$ cat config.mk
export PLATFORM = sky130hd
export DESIGN_NAME = stoif_top
export DESIGN_NICKNAME = d
export VERILOG_FILES = /design/src/core/stoif_pkg.sv /design/src/core/stoif_filter.sv /design/src/core/stoif_top.sv
export SDC_FILE = /design/constraint.sdc
export NUM_CORES = 1
export LEC_CHECK = 0
export ABC_AREA = 0
export BUFFER_PORTS_ARGS = -buffer_cell sky130_fd_sc_hd__clkbuf_2
export CAP_MARGIN = 0
export CORE_MARGIN = 5
export CORE_UTILIZATION = 25
export CTS_CLUSTER_SIZE = 30
export DETAILED_ROUTE_END_ITERATION = 16
export SETUP_SLACK_MARGIN = 0.15
export SLEW_MARGIN = 10
export SYNTH_ARGS = -nofsm -noshare
export SYNTH_HDL_FRONTEND = slang
export SYNTH_SLANG_ARGS = --single-unit
$ cat constraint.sdc
create_clock -name mclk -period 2.98 [get_ports mclk]
set_input_delay 0.596 -clock mclk [delete_from_list [all_inputs] [get_ports mclk]]
set_output_delay 0.596 -clock mclk [all_outputs]
set_load 0.05 [all_outputs]
$ cat src/core/stoif_pkg.sv
// package of constants and types for the shut-off input and monitor logic
// assumes one 25 MHz clock and a synchronous active-high reset
// ==========================================================
package stoif_pkg;
  // ==========================================================
  // timing
  localparam int          CLK_HZ         = 25000000;
  localparam int          PULSE_MAX_US   = 1000;
  // filter must outlast the longest permitted test pulse, so add one cycle
  localparam int          PULSE_CYC      = (PULSE_MAX_US * (CLK_HZ / 1000000)) + 1;
  localparam int          CNT_W          = 16;
  localparam logic [15:0] PULSE_CNT      = 16'(PULSE_CYC);
  localparam logic [7:0]  ALARM_CODE     = 8'h3f;
  localparam logic [1:0]  IN_RESET       = 2'h0;
  localparam int          NCH            = 2;

  // ==========================================================
  // types
  typedef enum logic [2:0] {
    STOIF_RUN   = 3'h1,
    STOIF_BRAKE = 3'h2,
    STOIF_SAFE  = 3'h4
  } stoif_state_t;

  typedef struct packed {
    logic mon_a;
    logic mon_b;
    logic mon_common;
  } stoif_mon_t;

  typedef struct packed {
    logic       base_shutoff;
    logic       dyn_brake;
    logic       alarm;
    logic [7:0] alarm_code;
  } stoif_drive_t;
endpackage

$ cat src/core/stoif_filter.sv
// off-pulse filter for one shut-off input
// assumes the input is already synchronised to mclk
`timescale 1ns/100ps
module stoif_filter (
  input  wire logic mclk,
  input  wire logic rst,
  input  wire logic raw_on,
  output logic      filt_on
);
  import stoif_pkg::*;
  logic [CNT_W-1:0] cnt;
  logic [CNT_W-1:0] next_cnt;
  wire              hold_done = (cnt >= PULSE_CNT);

  // going on is immediate; going off needs a steady off longer than a test pulse
  assign next_cnt = raw_on ? '0 : (hold_done ? cnt : cnt + 1'b1);

  always_ff @(posedge mclk) begin
    if (rst) begin
      cnt     <= '0;
      filt_on <= 1'b0;
    end else begin
      cnt     <= next_cnt;
      filt_on <= raw_on ? 1'b1 : (hold_done ? 1'b0 : filt_on);
    end
  end
endmodule

$ cat src/core/stoif_top.sv
// safe torque off input, monitor and timing alarm logic
// assumes pin inputs are asynchronous levels, high when the contact is closed
`timescale 1ns/100ps
module stoif_top (
  input  wire logic         mclk,
  input  wire logic         rst,
  input  wire logic         shutoff_in_a,
  input  wire logic         shutoff_in_b,
  input  wire logic         motor_moving,
  output stoif_pkg::stoif_mon_t   monitor,
  output stoif_pkg::stoif_drive_t drive
);
  import stoif_pkg::*;

  // ==========================================================
  // three-stage synchronisers and filters
  logic [NCH-1:0] pin_raw;
  logic [NCH-1:0] s1;
  logic [NCH-1:0] s2;
  logic [NCH-1:0] s3;
  logic [NCH-1:0] stable;
  logic [NCH-1:0] ch_on;
  assign pin_raw = {shutoff_in_b, shutoff_in_a};

  always_ff @(posedge mclk) begin
    if (rst) begin
      s1     <= IN_RESET;
      s2     <= IN_RESET;
      s3     <= IN_RESET;
      stable <= IN_RESET;
    end else begin
      s1 <= pin_raw;
      s2 <= s1;
      s3 <= s2;
      // change counted once stages two and three agree
      stable <= (s2 & s3) | (stable & (s2 | s3));
    end
  end

  genvar g;
  generate
    for (g = 0; g < NCH; g++) begin : g_ch
      stoif_filter u_filt (
        .mclk    (mclk),
        .rst     (rst),
        .raw_on  (stable[g]),
        .filt_on (ch_on[g])
      );
    end
  endgenerate

  // ==========================================================
  // decode
  wire ch_a_off   = ~ch_on[0];
  wire ch_b_off   = ~ch_on[1];
  wire any_off    = ch_a_off | ch_b_off;
  wire both_off   = ch_a_off & ch_b_off;
  wire moving_req = any_off & motor_moving;

  // motion status is same-clock logic, no synchroniser
  stoif_state_t state;
  stoif_state_t next_state;
  always_comb begin
    next_state = state;
    case (state)
      STOIF_RUN: begin
        if (moving_req)
          next_state = STOIF_BRAKE;
        else if (any_off)
          next_state = STOIF_SAFE;
      end
      STOIF_BRAKE: begin
        if (!motor_moving)
          next_state = STOIF_SAFE;
      end
      STOIF_SAFE: begin
        if (!any_off)
          next_state = STOIF_RUN;
        else if (moving_req)
          next_state = STOIF_BRAKE;
      end
      default: next_state = STOIF_SAFE;
    endcase
  end

  logic alarm;
  wire  next_alarm = alarm | moving_req; // latched until reset, no clear path

  always_ff @(posedge mclk) begin
    if (rst) begin
      state      <= STOIF_SAFE;
      alarm      <= 1'b0;
      monitor    <= '{mon_a: 1'b1, mon_b: 1'b1, mon_common: 1'b1};
      drive      <= '{base_shutoff: 1'b1, dyn_brake: 1'b0, alarm: 1'b0, alarm_code: 8'h00};
    end else begin
      state              <= next_state;
      alarm              <= next_alarm;
      monitor.mon_a      <= ch_a_off;
      monitor.mon_b      <= ch_b_off;
      monitor.mon_common <= both_off;
      drive.base_shutoff <= any_off;
      drive.dyn_brake    <= (next_state == STOIF_BRAKE);
      drive.alarm        <= next_alarm;
      drive.alarm_code   <= next_alarm ? ALARM_CODE : 8'h00;
    end
  end
endmodule

==> results of run 1 <==
## layer usage
| metal | vias to the layer above | track usage, % |
|---|---|---|
| met1 | 906 | 10.3 |
| met3 | 4 | 2.51 |
| met5 | - | 0 |
| met2 | 42 | 14.2 |
| met4 | 0 | 2.43 |
| li1 | 973 | - |
## logic make-up after synthesis
logic type                 count (synthesis)
DFF                                       51
adders and majority gates                  6
muxes                                      9
xor gates and xnor gates                  10
AOI/OAI and AO/OA                         45
and+or+nand+nor                          127
buffers and inverters                     24
other                                      1
## final cells by class
cell class,instances,share of cell area (%)
Inverter,7,0.976
Clock inverter,3,1.77
Timing Repair Buffer,16,2.98
Tap cell,133,6.18
Sequential cell,51,37.9
Clock buffer,5,2.56
Multi-Input combinational cell,199,47.6
## worst paths after layout
path	endpoint	slack, ns	start	cells after the start
max	g_ch[0].u_filt.cnt[7]	0.86	g_ch[0].u_filt.cnt[1]	7
max reg2reg	g_ch[0].u_filt.cnt[7]	0.86	g_ch[0].u_filt.cnt[1]	7
min reg2reg	monitor[2]	0.44	g_ch[0].u_filt.filt_on	1
min	monitor[2]	0.44	g_ch[0].u_filt.filt_on	1
## power groups by stage
| stage | logic, mW | registers [mW] | clock network, mW |
|---|---|---|---|
| floorplan | 0.0892 | 0.727 | 0 |
| global placement | 0.0998 | 0.725 | 0 |
| detailed placement | 0.101 | 0.727 | 0 |
| CTS | 0.102 | 0.710 | 0.507 |
| global route | 0.113 | 0.714 | 0.539 |
| finish | 0.100 | 0.710 | 0.495 |
## state kept, by name, summed over array words and instances (netlist names)
| register | flops |
|---|---|
| g_ch.u_filt.cnt | 32 |
| drive | 3 |
| monitor | 3 |
| state | 3 |
| g_ch.u_filt.filt_on | 2 |
| s1 | 2 |
| s2 | 2 |
| s3 | 2 |
| stable | 2 |
## through the flow
step                      hold WS [ns]  setup WS (ns)  power (mW)  util [%]
after floorplan                  0.397           1.15       0.816         -
after global placement           0.420          0.972       0.825      26.8
final                            0.437          0.855        1.31      28.1
after detailed placement         0.417          0.877       0.828      26.8
after CTS                        0.440          0.873        1.32      28.1
after global routing             0.459          0.677        1.37      28.1
## synthesized netlist by cell type, types with 2 or more instances
cell / instances / share of area [%]
a211oi_1: 2 / 0.62
a21o_1: 2 / 0.62
a21oi_1: 12 / 2.5
a31oi_1: 5 / 1.3
a41o_1: 4 / 1.7
and2_1: 7 / 1.8
and3_1: 5 / 1.3
and4_1: 2 / 0.72
buf_4: 9 / 2.8
clkbuf_1: 6 / 0.93
dfxtp_1: 51 / 42
ha_1: 6 / 3.1
inv_1: 7 / 1.1
mux2i_1: 8 / 3.3
nand2_1: 28 / 4.3
nand2b_1: 3 / 0.77
nand3_1: 8 / 1.7
nand4_1: 9 / 2.3
nand4b_1: 2 / 0.72
nor2_1: 27 / 4.2
nor2b_1: 6 / 1.5
nor3_1: 4 / 0.83
nor3b_1: 4 / 1.2
nor4_1: 2 / 0.52
o21ai_0: 8 / 1.7
o31ai_1: 2 / 0.62
or2_2: 3 / 0.77
or3_1: 8 / 2.1
xnor2_1: 7 / 2.5
xor2_1: 3 / 1.1
## critical path, stage by stage (launching register included)
cell and delay [ns]:
dfxtp_1 0.43, inv_1 0.11, ha_1 0.18, nor3b_1 0.18
o21ai_0 0.18, a211oi_2 0.57, nand4_1 0.22, mux2i_1 0.16
==> metrics.md, run 1 <==
| Metric | Value |
|---|---|
| Status | `complete, no violations` |
| Cells after DPL | `406` |
| Simple-gate share of the synthesized area | `28.1%` |
| Adder and majority gate portion of the synthesized area | `3.10%` |
| WL met3 | `202 um` |
| Final setup viols | `0` |
| Worst path arrival time | `2.33 ns` |
| Routed WL per cell | `10.9 um` |
| Synth Instances | `273` |
| Critical path class | `register to register` |
| Synthesized area per cell | `8.88 um2` |
| Initial antenna violation count | `0` |
| CP endpoint kind | `register` |
| EDFF count, synth | `0` |
| Total of max-cap violations | `0` |
| Combinational power share | `7.7%` |
| Antenna cells | `0` |
| Core area | `9590 um2` |
| Clk root buf | `clkbuf_8` |
| Row Count | `36` |
| Area after DPL | `2570 um2` |
| Initial Utilization | `25.3%` |
| Routed vias | `1925` |
| Fin crit period | `2.12 ns` |
| Die ar. | `11800 um2` |
| Inserted Clock Buffers | `5` |
| VDD IR-drop max | `0.404 mV` |
| Synth Register Bits | `51` |
| Final Cycle Share | `71.3%` |
| RSZ-0062 raised after global routing | `false` |
| DRC Markers | `0` |
| Post-route ant nets | `0` |
| Largest net degree at the start of global routing | `27` |
| Die width | `108 um` |
| GP Congestion | `0.764` |
| Post-DP HPWL | `3.22 mm` |
| Pint | `979 uW` |
| Finished Cell Area | `2690 um2` |
| Post-route insts no fill | `414` |
| Area Overhead vs Synth | `11.0%` |
| Port bufs | `16` |
| Iter 0 DRT Violations | `120` |
| Routed wire length | `4.50 mm` |
| CTS tree | `built` |
| Complex-gate fraction of the synthesized area | `13.9%` |
| Filler cells | `1022` |
| Relative slew slack | `48.1%` |
| Htree depth | `2` |
| Setup TNS | `0 ns` |
| CTS resizes | `0` |
| Clock share of power | `37.9%` |
| Global-route wire length before repair | `8.17 mm` |
| Storage cell area | `1020 um2` |
| Post-synthesis xor/xnor area fraction | `3.61%` |
| PwrDens | `485 nW/um2` |
| Max Root-Sink Buffers | `2` |
| Multiplexer area fraction after synthesis | `3.77%` |
| Ports | `19` |
| Initial DRT Pass Iterations | `4` |
| Psw | `326 uW` |
| Startpoint Class | `register` |
| Layout cells sized above 1 | `13.5%` |
| Leak | `1.05 nW` |
| Routed wl met2 | `2.07 mm` |
| Sequential area share after synthesis | `42.1%` |
| Switching share of power | `25.0%` |
| Final Max Slew Viols | `0` |
| Total GRT Usage | `8.38%` |
| Vias/cell | `4.65` |
| Max Freq | `0.471 GHz` |
| GRT overflow | `0` |
| Hold Path Class | `register to register` |
| DR top layer | `met4` |
| Ys async rst share | `0%` |
| CP Max Fanout | `10` |
| Skew-Pair Late Insertion Delay | `0.31 ns` |
| Required time of the critical path | `3.18 ns` |
| Post-synth cell types | `53` |
| Yosys warns | `0` |
| DIE HEIGHT | `108 um` |
| Synth Flop Type | `dfxtp_1` |
| Worst-Margin Slew | `0.776 ns` |
| Flop pwr share | `54.4%` |
| Commonest non-fill, non-tap cell in the layout | `dfxtp_1` |
| Clock slew at reported path FFs | `0.10 ns` |
| Commonest cells after routing, fill and taps aside | `dfxtp_1 (51), nand2_1 (28), nor2_1 (27)` |
| Met1 wire length | `2.16 mm` |
| Clock Sinks | `51` |
| Synthesized area | `2420 um2` |
| Hold buffers post-CTS | `0` |
| Nets | `291` |
| Setup Fix Bufs, Post-CTS | `0` |
| Clock Skew | `0.0118 ns` |
| Multi-input logic area | `1280 um2` |
| Final hold vios | `0` |
| Vias in the first global route | `1876` |
| Largest family of logic cells by synthesized area | `simple AND/OR/NAND/NOR gates` |
Power figures use the tool's default switching activity.
==> inputs of run 2 (changes only) <==
Clock period 2.98 ns to 1.74 ns, I/O delays scaled along.
==> run 2 against run 1 <==
Against the previous run: the run now ends with setup timing left; clock-buffer cell count unchanged; sequential share of layout area is 6.5 points lower; hold slack lost 0.20 ns; via count up 8.5%; global-route usage is 0.70 points higher; die area unchanged; sequential power rose by 72%; largest power group unchanged; critical endpoint is now g_ch[1].u_filt.cnt[4]; clock power grew 48%; critical path type unchanged.
==> metrics.md, run 2 (synthesis results as in run 1) <==
| Metric | Value |
|---|---|
| Status | `finished, violations left` |
| Failing checks | `setup timing` |
| Initial Utilization | `25.3%` |
| Leak | `1.27 nW` |
| Initial DRT Pass Iterations | `4` |
| GP Congestion | `0.805` |
| CTS tree | `built` |
| Max Freq | `0.557 GHz` |
| Post-route insts no fill | `455` |
| Port bufs | `16` |
| DIE HEIGHT | `108 um` |
| Clock Sinks | `51` |
| Finished Cell Area | `3310 um2` |
| Commonest cells after routing, fill and taps aside | `dfxtp_1 (40), buf_4 (33), nand2_1 (27)` |
| Die width | `108 um` |
| Worst path arrival time | `2.00 ns` |
| Max FFs per register | `32` |
| Hold buffers post-CTS | `0` |
| WHS | `0.236 ns` |
| Util after Layout | `34.5%` |
| Critical path class | `register to register` |
| Setup TNS | `-0.262 ns` |
| Core area | `9590 um2` |
| Total of max-cap violations | `0` |
| Routed wire length | `5.49 mm` |
| Final Max Slew Viols | `0` |
| Cell depth of the worst hold path | `2` |
| Final setup margin | `-0.0559 ns` |
| Clock slew at reported path FFs | `0.10 ns` |
| Largest Register | `g_ch.u_filt.cnt` |
| Inserted Clock Buffers | `5` |
| VDD IR-drop max | `0.450 mV` |
| Final hold vios | `0` |
| CP endpoint kind | `register` |
| Total GRT Usage | `9.08%` |
| Max Root-Sink Buffers | `2` |
| Final setup viols | `8` |
| Hold Path Class | `input pin to register` |
| Required time of the critical path | `1.95 ns` |
| Nets | `332` |
| DRC Markers | `0` |
| Clk root buf | `clkbuf_8` |
| Commonest non-fill, non-tap cell in the layout | `dfxtp_1` |
| GRT overflow | `0` |
| Cells after DPL | `430` |
| PwrDens | `668 nW/um2` |
| Vias/cell | `4.59` |
| Area Overhead vs Synth | `36.7%` |
| Row Count | `36` |
| Vias in the first global route | `1993` |
| Crit-path max cell delay | `0.57 ns` |
| Ports | `19` |
| Initial antenna violation count | `0` |
| Skew-Pair Late Insertion Delay | `0.31 ns` |
| CP Max Fanout | `6` |
| Routed WL per cell | `12.1 um` |
| Die ar. | `11800 um2` |
| Clock Skew | `0.0104 ns` |
| Startpoint Class | `register` |
| Post-DP HPWL | `3.59 mm` |
| Final Cycle Share | `103%` |
| Area after DPL | `2780 um2` |
| Worst R2R Path Depth | `4` |
| Global-route wire length before repair | `8.83 mm` |
| Slowest CP cell | `or4_4` |
| Cell Chain, Critical Path | `or4_4, o311ai_4, nand3b_1, mux2_2` |
| Layout cells sized above 1 | `40.1%` |
| Setup slack, reg-to-reg | `-0.06 ns` |
| Largest net degree at the start of global routing | `19` |
| RSZ-0062 raised after global routing | `true` |
| Routed vias | `2088` |
| Post-route ant nets | `0` |
| Iter 0 DRT Violations | `100` |
| Antenna cells | `0` |
| Htree depth | `2` |
| Fin crit period | `1.80 ns` |
## run 2: power by group
group	internal (mW)	switching [mW]
clock	0.299	0.434
sequential	1.19	0.0274
combinational	0.106	0.155
total	1.59	0.617
## run 2: area by class of cell
| class | instances | area (um2) |
|---|---|---|
| fillers | 977 | 6280 |
| multi-input cells | 199 | 1560 |
| flip-flops and latches | 51 | 1040 |
| repair buffers | 57 | 418 |
| well taps | 133 | 166 |
| clock buffers | 5 | 68.8 |
| inverters | 7 | 31.3 |
| clock inverters | 3 | 28.8 |
## run 2: worst paths after layout
check / startpoint / endpoint
min: shutoff_in_a / s1[0]
min reg2reg: g_ch[0].u_filt.filt_on / monitor[2]
max reg2reg: g_ch[1].u_filt.cnt[12] / g_ch[1].u_filt.cnt[4]
max: g_ch[1].u_filt.cnt[12] / g_ch[1].u_filt.cnt[4]
## run 2: timing repair
item / CTS / global route
cloned: 1 / 0
endpoints found under the hold margin: 0 / 0
gates resized for setup: 38 / 37
setup buffers: 10 / 6
endpoints found under the setup margin: 28 / 29
pin swaps: 17 / 15
## run 2: stage by stage
step | power (mW) | setup slack (ns)
floorplan | 1.40 | -0.00543
global placement | 1.44 | -0.0219
detailed placement | 1.45 | -0.0450
CTS | 2.23 | -0.0338
global route | 2.31 | -0.120
finish | 2.21 | -0.0559
## run 2: routing by layer
metal	vias up	share of wire, %	GRT usage (%)
met3	5	2.8	2.15
met4	0	1.1	2.71
met5	-	0	0
met1	1003	45	11.2
met2	28	51	15.7
li1	1052	-	-
## run 2: worst max-delay path, delay by kind of cell, from the launching register on
family / cells / cell delay, ns
flops: 1 / 0.32
mux: 1 / 0.28
compound gates: 1 / 0.39
simple gates: 2 / 0.70
